--- src/sdh_status_display_end.sv ---
`timescale 1ns/1ps
`default_nettype none
`default_nettype wire

--- src/sdh_pkg.sv ---
package sdh_pkg;
    // ****************************************
    // register map
    // ****************************************
    localparam logic [11:0] ADDR_CTRL = 12'h000;
    localparam logic [11:0] ADDR_STATUS = 12'h004;
    localparam logic [11:0] ADDR_UI = 12'h008;
    localparam logic [11:0] ADDR_SEG = 12'h00c;
    localparam int CTRL_LIMIT_LSB = 0;
    localparam logic [1:0] CTRL_LIMIT_RESET = 2'h0;
    localparam logic [1:0] LIMIT_FULL = 2'h2;
    localparam int UI_ITEM_LSB = 0;
    localparam int UI_MENU_LSB = 4;
    localparam int UI_MODE_LSB = 8;
    // ****************************************
    // status word layout
    // ****************************************
    localparam int ST_BUSY = 15;
    localparam int ST_LINK = 12;
    localparam int ST_ALARM = 11;
    localparam int ST_SLOW = 10;
    localparam int ST_SPEED = 9;
    localparam int ST_ILIM = 8;
    localparam int ST_VLIM = 7;
    localparam int ST_BUSOK = 5;
    localparam int ST_STOP = 3;
    localparam int ST_BRAKE = 2;
    localparam int ST_REV = 1;
    localparam int ST_FWD = 0;
    localparam logic [15:0] ST_ZERO_MASK = 16'h6050;
    localparam logic [15:0] ST_RESET = 16'h0000;
    // ****************************************
    // menus and items
    // ****************************************
    localparam logic [2:0] MENU_FIRST = 3'h1;
    localparam logic [2:0] MENU_DRIVE = 3'h3;
    localparam logic [2:0] MENU_IO = 3'h4;
    localparam logic [2:0] MENU_LAST = 3'h5;
    localparam logic [3:0] ITEM_STATUS = 4'h7;
    localparam logic [3:0] IO_DIG = 4'h0;
    localparam logic [3:0] IO_LINK = 4'h1;
    localparam logic [3:0] IO_VOLT = 4'h2;
    localparam logic [3:0] IO_CURR = 4'h3;
    localparam logic [3:0] IO_METER = 4'h4;
    localparam logic [4:0] GLY_UNDER = 5'h10;
    localparam logic [4:0] GLY_BLANK = 5'h11;
    localparam logic [4:0] GLY_DASH = 5'h12;

    typedef enum logic [1:0] {MODE_RUN, MODE_MENU, MODE_LIST, MODE_ITEM} sdh_mode_t;
    typedef logic [4:0] sdh_glyph_t;
    typedef logic [6:0] sdh_seg_t;

    // segments {g,f,e,d,c,b,a}, lit high
    function automatic sdh_seg_t sdh_glyph(input sdh_glyph_t g);
        case (g)
            5'h00: return 7'h3f;
            5'h01: return 7'h06;
            5'h02: return 7'h5b;
            5'h03: return 7'h4f;
            5'h04: return 7'h66;
            5'h05: return 7'h6d;
            5'h06: return 7'h7d;
            5'h07: return 7'h07;
            5'h08: return 7'h7f;
            5'h09: return 7'h6f;
            5'h0a: return 7'h77;
            5'h0b: return 7'h7c;
            5'h0c: return 7'h39;
            5'h0d: return 7'h5e;
            5'h0e: return 7'h79;
            5'h0f: return 7'h71;
            5'h10: return 7'h08;
            5'h12: return 7'h40;
            default: return 7'h00;
        endcase
    endfunction
endpackage

--- src/sdh_ui_if.sv ---
`timescale 1ns/1ps
`default_nettype none
interface sdh_ui_if;
    import sdh_pkg::*;
    logic key_prog;
    logic key_func;
    logic key_up;
    logic key_down;
    sdh_glyph_t [3:0] code;
    sdh_seg_t [3:0] seg;
    modport keys (output key_prog, output key_func, output key_up, output key_down);
    modport dec (input code, output seg);
    modport top (input key_prog, input key_func, input key_up, input key_down,
                 input seg, output code);
endinterface
`default_nettype wire

--- src/sdh_key_sync.sv ---
`timescale 1ns/1ps
`default_nettype none
module sdh_key_sync (
    input wire logic pclk,
    input wire logic presetn,
    input wire logic [3:0] key_raw,
    sdh_ui_if.keys ui
);
    import sdh_pkg::*;
    logic [3:0] meta;
    logic [3:0] sync;
    logic [3:0] prev;

    // keys are asynchronous pins: two flops, then a press edge
    always_ff @(posedge pclk or negedge presetn)
    begin
        if (!presetn)
        begin
            meta <= 4'h0;
            sync <= 4'h0;
            prev <= 4'h0;
        end
        else
        begin
            meta <= key_raw;
            sync <= meta;
            prev <= sync;
        end
    end

    assign ui.key_prog = sync[0] & ~prev[0];
    assign ui.key_func = sync[1] & ~prev[1];
    assign ui.key_up = sync[2] & ~prev[2];
    assign ui.key_down = sync[3] & ~prev[3];
endmodule
`default_nettype wire

--- src/sdh_hex_dec.sv ---
`timescale 1ns/1ps
`default_nettype none
module sdh_hex_dec (
    sdh_ui_if.dec ui
);
    import sdh_pkg::*;

    always_comb
    begin
        for (int i = 0; i < 4; i++)
        begin
            ui.seg[i] = sdh_glyph(ui.code[i]);
        end
    end
endmodule
`default_nettype wire

--- src/sdh_status_display.sv ---
`timescale 1ns/1ps
`default_nettype none
module sdh_status_display (
    input wire logic pclk,
    input wire logic presetn,
    input wire logic [11:0] paddr,
    input wire logic psel,
    input wire logic penable,
    input wire logic pwrite,
    input wire logic [31:0] pwdata,
    output var logic [31:0] prdata,
    output logic pready,
    output logic pslverr,
    input wire logic cfg_write_busy,
    input wire logic link_cmd_enabled,
    input wire logic alarm_flag,
    input wire logic slowing_flag,
    input wire logic speeding_flag,
    input wire logic current_limit_flag,
    input wire logic voltage_limit_flag,
    input wire logic bus_voltage_ok,
    input wire logic stage_stopped_flag,
    input wire logic dc_brake_flag,
    input wire logic run_backward_flag,
    input wire logic run_ahead_flag,
    input wire logic [15:0] io_terminals,
    input wire logic [15:0] link_terminals,
    input wire logic [15:0] voltage_analog_in,
    input wire logic [15:0] current_analog_in,
    input wire logic [15:0] meter_analog_out,
    input wire logic [3:0] key_raw,
    output var sdh_pkg::sdh_seg_t [3:0] digit_seg
);
    import sdh_pkg::*;

    sdh_ui_if ui ();

    logic [1:0] ctrl_limit;
    logic [15:0] status_word;
    logic [15:0] next_status;
    sdh_mode_t mode;
    logic [2:0] menu_no;
    logic [3:0] item_no;
    logic [15:0] shown;
    logic ctrl_write;
    logic setup;
    logic access;
    logic [31:0] rd_mux;

    // ****************************************
    // leaves
    // ****************************************
    sdh_key_sync u_keys (
        .pclk(pclk),
        .presetn(presetn),
        .key_raw(key_raw),
        .ui(ui.keys)
    );

    sdh_hex_dec u_dec (
        .ui(ui.dec)
    );

    // ****************************************
    // apb slave
    // ****************************************
    function automatic logic addr_hit(input logic [11:0] a);
        return (a == ADDR_CTRL) || (a == ADDR_STATUS) || (a == ADDR_UI) || (a == ADDR_SEG);
    endfunction

    assign setup = psel & ~penable;
    assign access = psel & penable;
    // zero wait states: every access completes in its first access cycle
    assign pready = 1'b1;
    assign pslverr = access & ~addr_hit(paddr);
    assign ctrl_write = access & pwrite & (paddr == ADDR_CTRL);

    always_ff @(posedge pclk or negedge presetn)
    begin
        if (!presetn)
        begin
            ctrl_limit <= CTRL_LIMIT_RESET;
        end
        else if (ctrl_write)
        begin
            ctrl_limit <= pwdata[CTRL_LIMIT_LSB +: 2];
        end
    end

    always_comb
    begin
        rd_mux = 32'h0000_0000;
        unique case (paddr)
            ADDR_CTRL: rd_mux[CTRL_LIMIT_LSB +: 2] = ctrl_limit;
            ADDR_STATUS: rd_mux[15:0] = status_word;
            ADDR_UI:
            begin
                rd_mux[UI_ITEM_LSB +: 4] = item_no;
                rd_mux[UI_MENU_LSB +: 3] = menu_no;
                rd_mux[UI_MODE_LSB +: 2] = mode;
            end
            ADDR_SEG: rd_mux[27:0] = digit_seg;
            default: rd_mux = 32'h0000_0000;
        endcase
    end

    // read data is captured in the setup cycle so it comes from a flop
    always_ff @(posedge pclk or negedge presetn)
    begin
        if (!presetn)
        begin
            prdata <= 32'h0000_0000;
        end
        else if (setup && !pwrite)
        begin
            prdata <= rd_mux;
        end
    end

    // ****************************************
    // running status word
    // ****************************************
    always_comb
    begin
        next_status = ST_RESET;
        next_status[ST_BUSY] = cfg_write_busy | ctrl_write;
        next_status[ST_LINK] = link_cmd_enabled;
        next_status[ST_ALARM] = alarm_flag;
        next_status[ST_SLOW] = slowing_flag;
        next_status[ST_SPEED] = speeding_flag;
        next_status[ST_ILIM] = current_limit_flag;
        next_status[ST_VLIM] = voltage_limit_flag;
        next_status[ST_BUSOK] = bus_voltage_ok;
        next_status[ST_STOP] = stage_stopped_flag;
        next_status[ST_BRAKE] = dc_brake_flag;
        next_status[ST_REV] = run_backward_flag;
        next_status[ST_FWD] = run_ahead_flag;
    end

    // one register stage keeps the decoders off the raw core flags
    always_ff @(posedge pclk or negedge presetn)
    begin
        if (!presetn)
        begin
            status_word <= ST_RESET;
        end
        else
        begin
            status_word <= next_status & ~ST_ZERO_MASK;
        end
    end

    // ****************************************
    // keypad menu
    // ****************************************
    // return key beats select, which beats the arrows, in one cycle
    always_ff @(posedge pclk or negedge presetn)
    begin
        if (!presetn)
        begin
            mode <= MODE_RUN;
            menu_no <= MENU_FIRST;
            item_no <= IO_DIG;
        end
        else
        begin
            unique case (mode)
                MODE_RUN:
                begin
                    if (ui.key_prog)
                    begin
                        mode <= MODE_MENU;
                    end
                end
                MODE_MENU:
                begin
                    if (ui.key_prog)
                    begin
                        mode <= MODE_RUN;
                    end
                    else if (ui.key_func)
                    begin
                        // only the two monitor menus are built here
                        if (ctrl_limit == LIMIT_FULL && menu_no == MENU_IO)
                        begin
                            mode <= MODE_LIST;
                            item_no <= IO_DIG;
                        end
                        else if (ctrl_limit == LIMIT_FULL && menu_no == MENU_DRIVE)
                        begin
                            mode <= MODE_LIST;
                            item_no <= ITEM_STATUS;
                        end
                    end
                    else if (ui.key_up)
                    begin
                        menu_no <= (menu_no == MENU_LAST) ? MENU_FIRST : menu_no + 3'h1;
                    end
                    else if (ui.key_down)
                    begin
                        menu_no <= (menu_no == MENU_FIRST) ? MENU_LAST : menu_no - 3'h1;
                    end
                end
                MODE_LIST:
                begin
                    if (ui.key_prog)
                    begin
                        mode <= MODE_MENU;
                    end
                    else if (ui.key_func)
                    begin
                        mode <= MODE_ITEM;
                    end
                    else if (menu_no == MENU_IO && ui.key_up)
                    begin
                        item_no <= (item_no == IO_METER) ? IO_DIG : item_no + 4'h1;
                    end
                    else if (menu_no == MENU_IO && ui.key_down)
                    begin
                        item_no <= (item_no == IO_DIG) ? IO_METER : item_no - 4'h1;
                    end
                end
                MODE_ITEM:
                begin
                    if (ui.key_prog)
                    begin
                        mode <= MODE_LIST;
                    end
                end
            endcase
        end
    end

    // ****************************************
    // display content
    // ****************************************
    always_comb
    begin
        shown = status_word;
        if (menu_no == MENU_IO)
        begin
            unique case (item_no)
                IO_DIG: shown = io_terminals;
                IO_LINK: shown = link_terminals;
                IO_VOLT: shown = voltage_analog_in;
                IO_CURR: shown = current_analog_in;
                IO_METER: shown = meter_analog_out;
                default: shown = 16'h0000;
            endcase
        end
        else
        begin
            shown = status_word;
        end
    end

    always_comb
    begin
        ui.code = {4{GLY_BLANK}};
        unique case (mode)
            MODE_RUN:
            begin
                for (int i = 0; i < 4; i++)
                begin
                    ui.code[i] = {1'b0, status_word[4*i +: 4]};
                end
            end
            MODE_MENU:
            begin
                ui.code = {{2'b00, menu_no}, GLY_UNDER, GLY_DASH, GLY_DASH};
            end
            MODE_LIST:
            begin
                ui.code = {{2'b00, menu_no}, GLY_UNDER, 5'h00, {1'b0, item_no}};
            end
            MODE_ITEM:
            begin
                for (int i = 0; i < 4; i++)
                begin
                    ui.code[i] = {1'b0, shown[4*i +: 4]};
                end
            end
        endcase
    end

    // segment pins come from flops to keep glitches off the digits
    always_ff @(posedge pclk or negedge presetn)
    begin
        if (!presetn)
        begin
            digit_seg <= '0;
        end
        else
        begin
            digit_seg <= ui.seg;
        end
    end
endmodule
`default_nettype wire

--- config.mk ---
export PLATFORM = sky130hd
export DESIGN_NAME = sdh_status_display
export DESIGN_NICKNAME = d
export VERILOG_FILES = /design/src/sdh_status_display_end.sv /design/src/sdh_pkg.sv /design/src/sdh_ui_if.sv /design/src/sdh_key_sync.sv /design/src/sdh_hex_dec.sv /design/src/sdh_status_display.sv
export SDC_FILE = /design/constraint.sdc
export NUM_CORES = 1
export LEC_CHECK = 0
export ABC_AREA = 1
export ABC_CLOCK_PERIOD_IN_PS = 2500
export BUFFER_PORTS_ARGS = -buffer_cell sky130_fd_sc_hd__clkbuf_2
export CORE_ASPECT_RATIO = 0.5
export CORE_UTILIZATION = 47
export CTS_CLUSTER_DIAMETER = 200
export DETAILED_ROUTE_END_ITERATION = 8
export GPL_ROUTABILITY_DRIVEN = 0
export PLACE_DENSITY = 0.78
export SLEW_MARGIN = 20
export SYNTH_ARGS = -nofsm -noshare
export SYNTH_HDL_FRONTEND = slang
export SYNTH_HIERARCHICAL = 1
export SYNTH_SLANG_ARGS = --single-unit
--- constraint.sdc ---
create_clock -name pclk -period 2.5 [get_ports pclk]
set_clock_uncertainty 0.1 [all_clocks]
set_input_delay 0.75 -clock pclk [delete_from_list [all_inputs] [get_ports pclk]]
set_output_delay 0.75 -clock pclk [all_outputs]
set_load 0.1 [all_outputs]
==> key figures <==
Detailed routing
  • WL/cell: 13.9 µm
  • WL final: 17,600 µm
  • Initial DRC Count: 593
  • Via/cell ratio: 5.19
  • Drt drc: 0
  • First-pass DRT Iterations: 5
  • Post-route ant nets: 0
  • Via count: 6,575

CTS
  • Worst-path clk slew: 70 ps
  • H-tree level count: 3
  • Total CTS buffers: 9
  • TritonCTS clock tree: built
  • Num Clock Sinks: 91
  • CTS Root Cell: clkbuf_16
  • Worst-Skew Late Latency: 340 ps
  • CTS Buffer Depth: 2

Hold path
  • Worst hold path class: register to register

Setup path
  • CP Data Arrival Time: 1560 ps
  • Worst-path fanout max: 2
  • R2R cell count: 15
  • Critical path origin: paddr[9]
  • Critical Path RT: 1650 ps
  • CP endpoint kind: primary output
  • Worst r2r src: item_no[3]
  • CP Class: input pin to primary output
  • Terminus of the critical flop-to-flop path: digit_seg[24]
  • Critical Path End: pslverr
  • R2r setup slk: 100 ps
  • Startpoint types: input pin

STA
  • Final setup fails: 0
  • Final count of hold timing violations: 0
  • Slew headroom: 61.6%
  • Worst setup margin: 91.6 ps
  • Worst-margin pin slew: 578 ps
  • Crit path time final: 2410 ps
  • Worst Hold Slack: 249 ps
  • Unrepaired setup endpoints after global routing: yes
  • Slew Viols, Final: 0
  • Period utilization: 96.3%
  • Fmax: 415 MHz

Layout
  • Area Overhead vs Synth: 29.6%
  • Commonest non-fill, non-tap cell in the layout: nand2_1
  • Sequential cell area: 0.00228 mm²
  • Most frequent cells in the layout: nand2_1 (257), clkbuf_2 (169), nand3_1 (117), dfrtp_1 (88), nor2_1 (86)
  • Final Core Density: 63.0%
  • Share of cells above drive strength 1: 29.7%
  • Fillers: 1,126
  • ANT cells: 0
  • Final Cell Area: 0.00802 mm²
  • Area occupied by multi-input gates: 0.00348 mm²
  • Final #Nets: 1,276

Floorplanning
  • Rows: 29
  • DIE AREA: 0.0137 mm²
  • Starting density of the core: 48.6%
  • Chip height: 83.1 µm
  • Die extent in x: 164 µm
  • Total core area: 0.0127 mm²
  • Num ports: 207

Global routing
  • Vias in the first global route: 6,175
  • Largest net degree at the start of global routing: 42
  • First-pass GRT wire length: 28,200 µm
  • Initial antenna violation count: 0
  • Grt ovf: 0
  • All-layer global routing usage: 25.9%

Power and ir drop
  • Switching portion of total power: 54.6%
  • Power Density: 1250 mW/mm²
  • Sequential Power Share: 20.4%
  • Comb power frac: 65.9%
  • Clock power frac: 13.6%
  • VDD IR-drop max: 0.00139 V
  • Net switching power: 5490 µW
  • Overall Power: 10,100 µW
  • Pint: 4570 µW
  • Leakage: 0.00424 µW

Synth
  • Sequential area share after synthesis: 36.8%
  • Synthesized area: 0.00619 mm²
  • Post-synthesis compound-gate area fraction: 7.80%
  • Synth Area in XOR/XNOR: 0.425%
  • Largest family of logic cells by synthesized area: simple AND/OR/NAND/NOR gates
  • Adder-Cell Fraction of Synth Area: 8.09%
  • Yosys warns: 6
  • Post-synthesis mux area share: 0%
  • Flops & latches, synth: 91
  • Synthesized area per cell: 7.04 µm²
  • Mapped Cells: 879
  • Netlist cell types: 36
  • Simple-gate area share of the yosys netlist: 36.9%

Job
  • Max-Cap Viols: 0

Placement
  • Post-placement cell area: 0.00753 mm²
  • Worst slack, placed: 17.0 ps
  • # port buffers: 171
  • Dpl hpwl: 13,300 µm

Outcome
  • Status: complete, no violations
## through the flow
stage,setup TNS [ps],cells
finish,0,1266
global route,-158,1266
CTS,0,1257
detailed placement,0,1241
global placement,0,1241
floorplan,-19.6,887
## registers in the layout (all words and copies together) (netlist names)
| name | flops |
|---|---|
| ctrl_limit | 2 |
| digit_seg | 28 |
| item_no | 4 |
| menu_no | 3 |
| mode | 2 |
| prdata | 28 |
| status_word | 12 |
| u_keys/meta | 4 |
| u_keys/prev | 4 |
| u_keys/sync | 4 |
## power groups by stage
stage	clock [µW]	sequential, µW	combinational, µW
2_1_floorplan	0	3670	3000
3_3_place_gp	0	2060	6020
3_5_place_dp	0	2060	6150
4_1_cts	1400	2040	6210
5_1_grt	1450	2090	7170
6_report	1370	2050	6630
## how the worst min path moves through the flow
stage,from,endpoint,slack [ps],cells after the start
2_1_floorplan,u_keys/meta[0],u_keys/sync[0],230,0
3_3_place_gp,u_keys/meta[3],u_keys/sync[3],240,0
3_5_place_dp,u_keys/meta[0],u_keys/sync[0],230,0
4_1_cts,u_keys/meta[3],u_keys/sync[3],250,0
5_1_grt,u_keys/meta[3],u_keys/sync[3],260,0
6_report,u_keys/meta[3],u_keys/sync[3],250,0
## area by class of cell
type / instances / share of cell area [%]
timing repair inverter: 2 / 0.125
inverter: 89 / 4.40
tap: 170 / 2.65
multi-input combinational: 667 / 43.3
timing repair buffer: 231 / 17.3
sequential: 91 / 28.4
clock inverter: 6 / 0.873
clock buffer: 10 / 2.85
## kinds of logic (layout without fill, tap and decap cells)
family                     after synthesis  after routing
adders and majority gates               40             40
AOI/OAI and AO/OA                       91             91
other                                    2             10
and+or+nand+nor                        523            523
xor gates and xnor gates                 3              3
DFF                                     91             91
buffers and inverters                  129            338
## synthesized netlist by cell type
cell | number | area [µm²]
nor2_2 | 9 | 56.3
buf_6 | 8 | 90.1
nor3_1 | 12 | 60.1
clkinv_2 | 1 | 5.00
a21boi_1 | 1 | 7.51
clkinv_1 | 2 | 7.51
nand3_2 | 4 | 40.0
nor2_4 | 2 | 22.5
nor3_2 | 2 | 20.0
dfrtp_1 | 90 | 2250
o21ai_1 | 14 | 70.1
o21ai_0 | 35 | 175
xnor2_1 | 1 | 8.76
conb_1 | 2 | 7.51
nor2_8 | 1 | 20.0
a21oi_1 | 29 | 145
o22ai_1 | 1 | 6.26
nand3_1 | 117 | 586
nand2_1 | 259 | 972
ha_1 | 40 | 500
clkbuf_1 | 6 | 22.5
dfstp_2 | 1 | 26.3
a21oi_2 | 2 | 17.5
inv_4 | 1 | 6.26
nand4_1 | 16 | 100
inv_1 | 75 | 282
buf_2 | 14 | 70.1
o31ai_1 | 2 | 15.0
a31oi_1 | 5 | 31.3
xor2_1 | 2 | 17.5
nand2_2 | 7 | 43.8
inv_2 | 10 | 37.5
nand4_2 | 1 | 12.5
nor2_1 | 93 | 349
o211ai_1 | 2 | 15.0
buf_4 | 12 | 90.1
## repair_timing
item,4_1_cts,5_1_grt
buffers inserted,0,6
resized for setup,0,46
hold buffers,0,0
endpoints found under the setup margin,0,28
## worst max-delay path, stage by stage
cell      delay [ps]
clkbuf_2          80
nor2_1           210
nand2_2          140
nor2_8           130
a21oi_4           70
buf_12           170
## routing by layer
metal | up-vias | share of wire (%) | global-route usage (%)
met5 | - | 0 | 0
met4 | 0 | 1.6 | 7.15
met3 | 34 | 8.5 | 5.04
met2 | 312 | 49 | 43.8
met1 | 2997 | 41 | 33.6
li1 | 3232 | - | -
(Power assumes the default switching activity.)
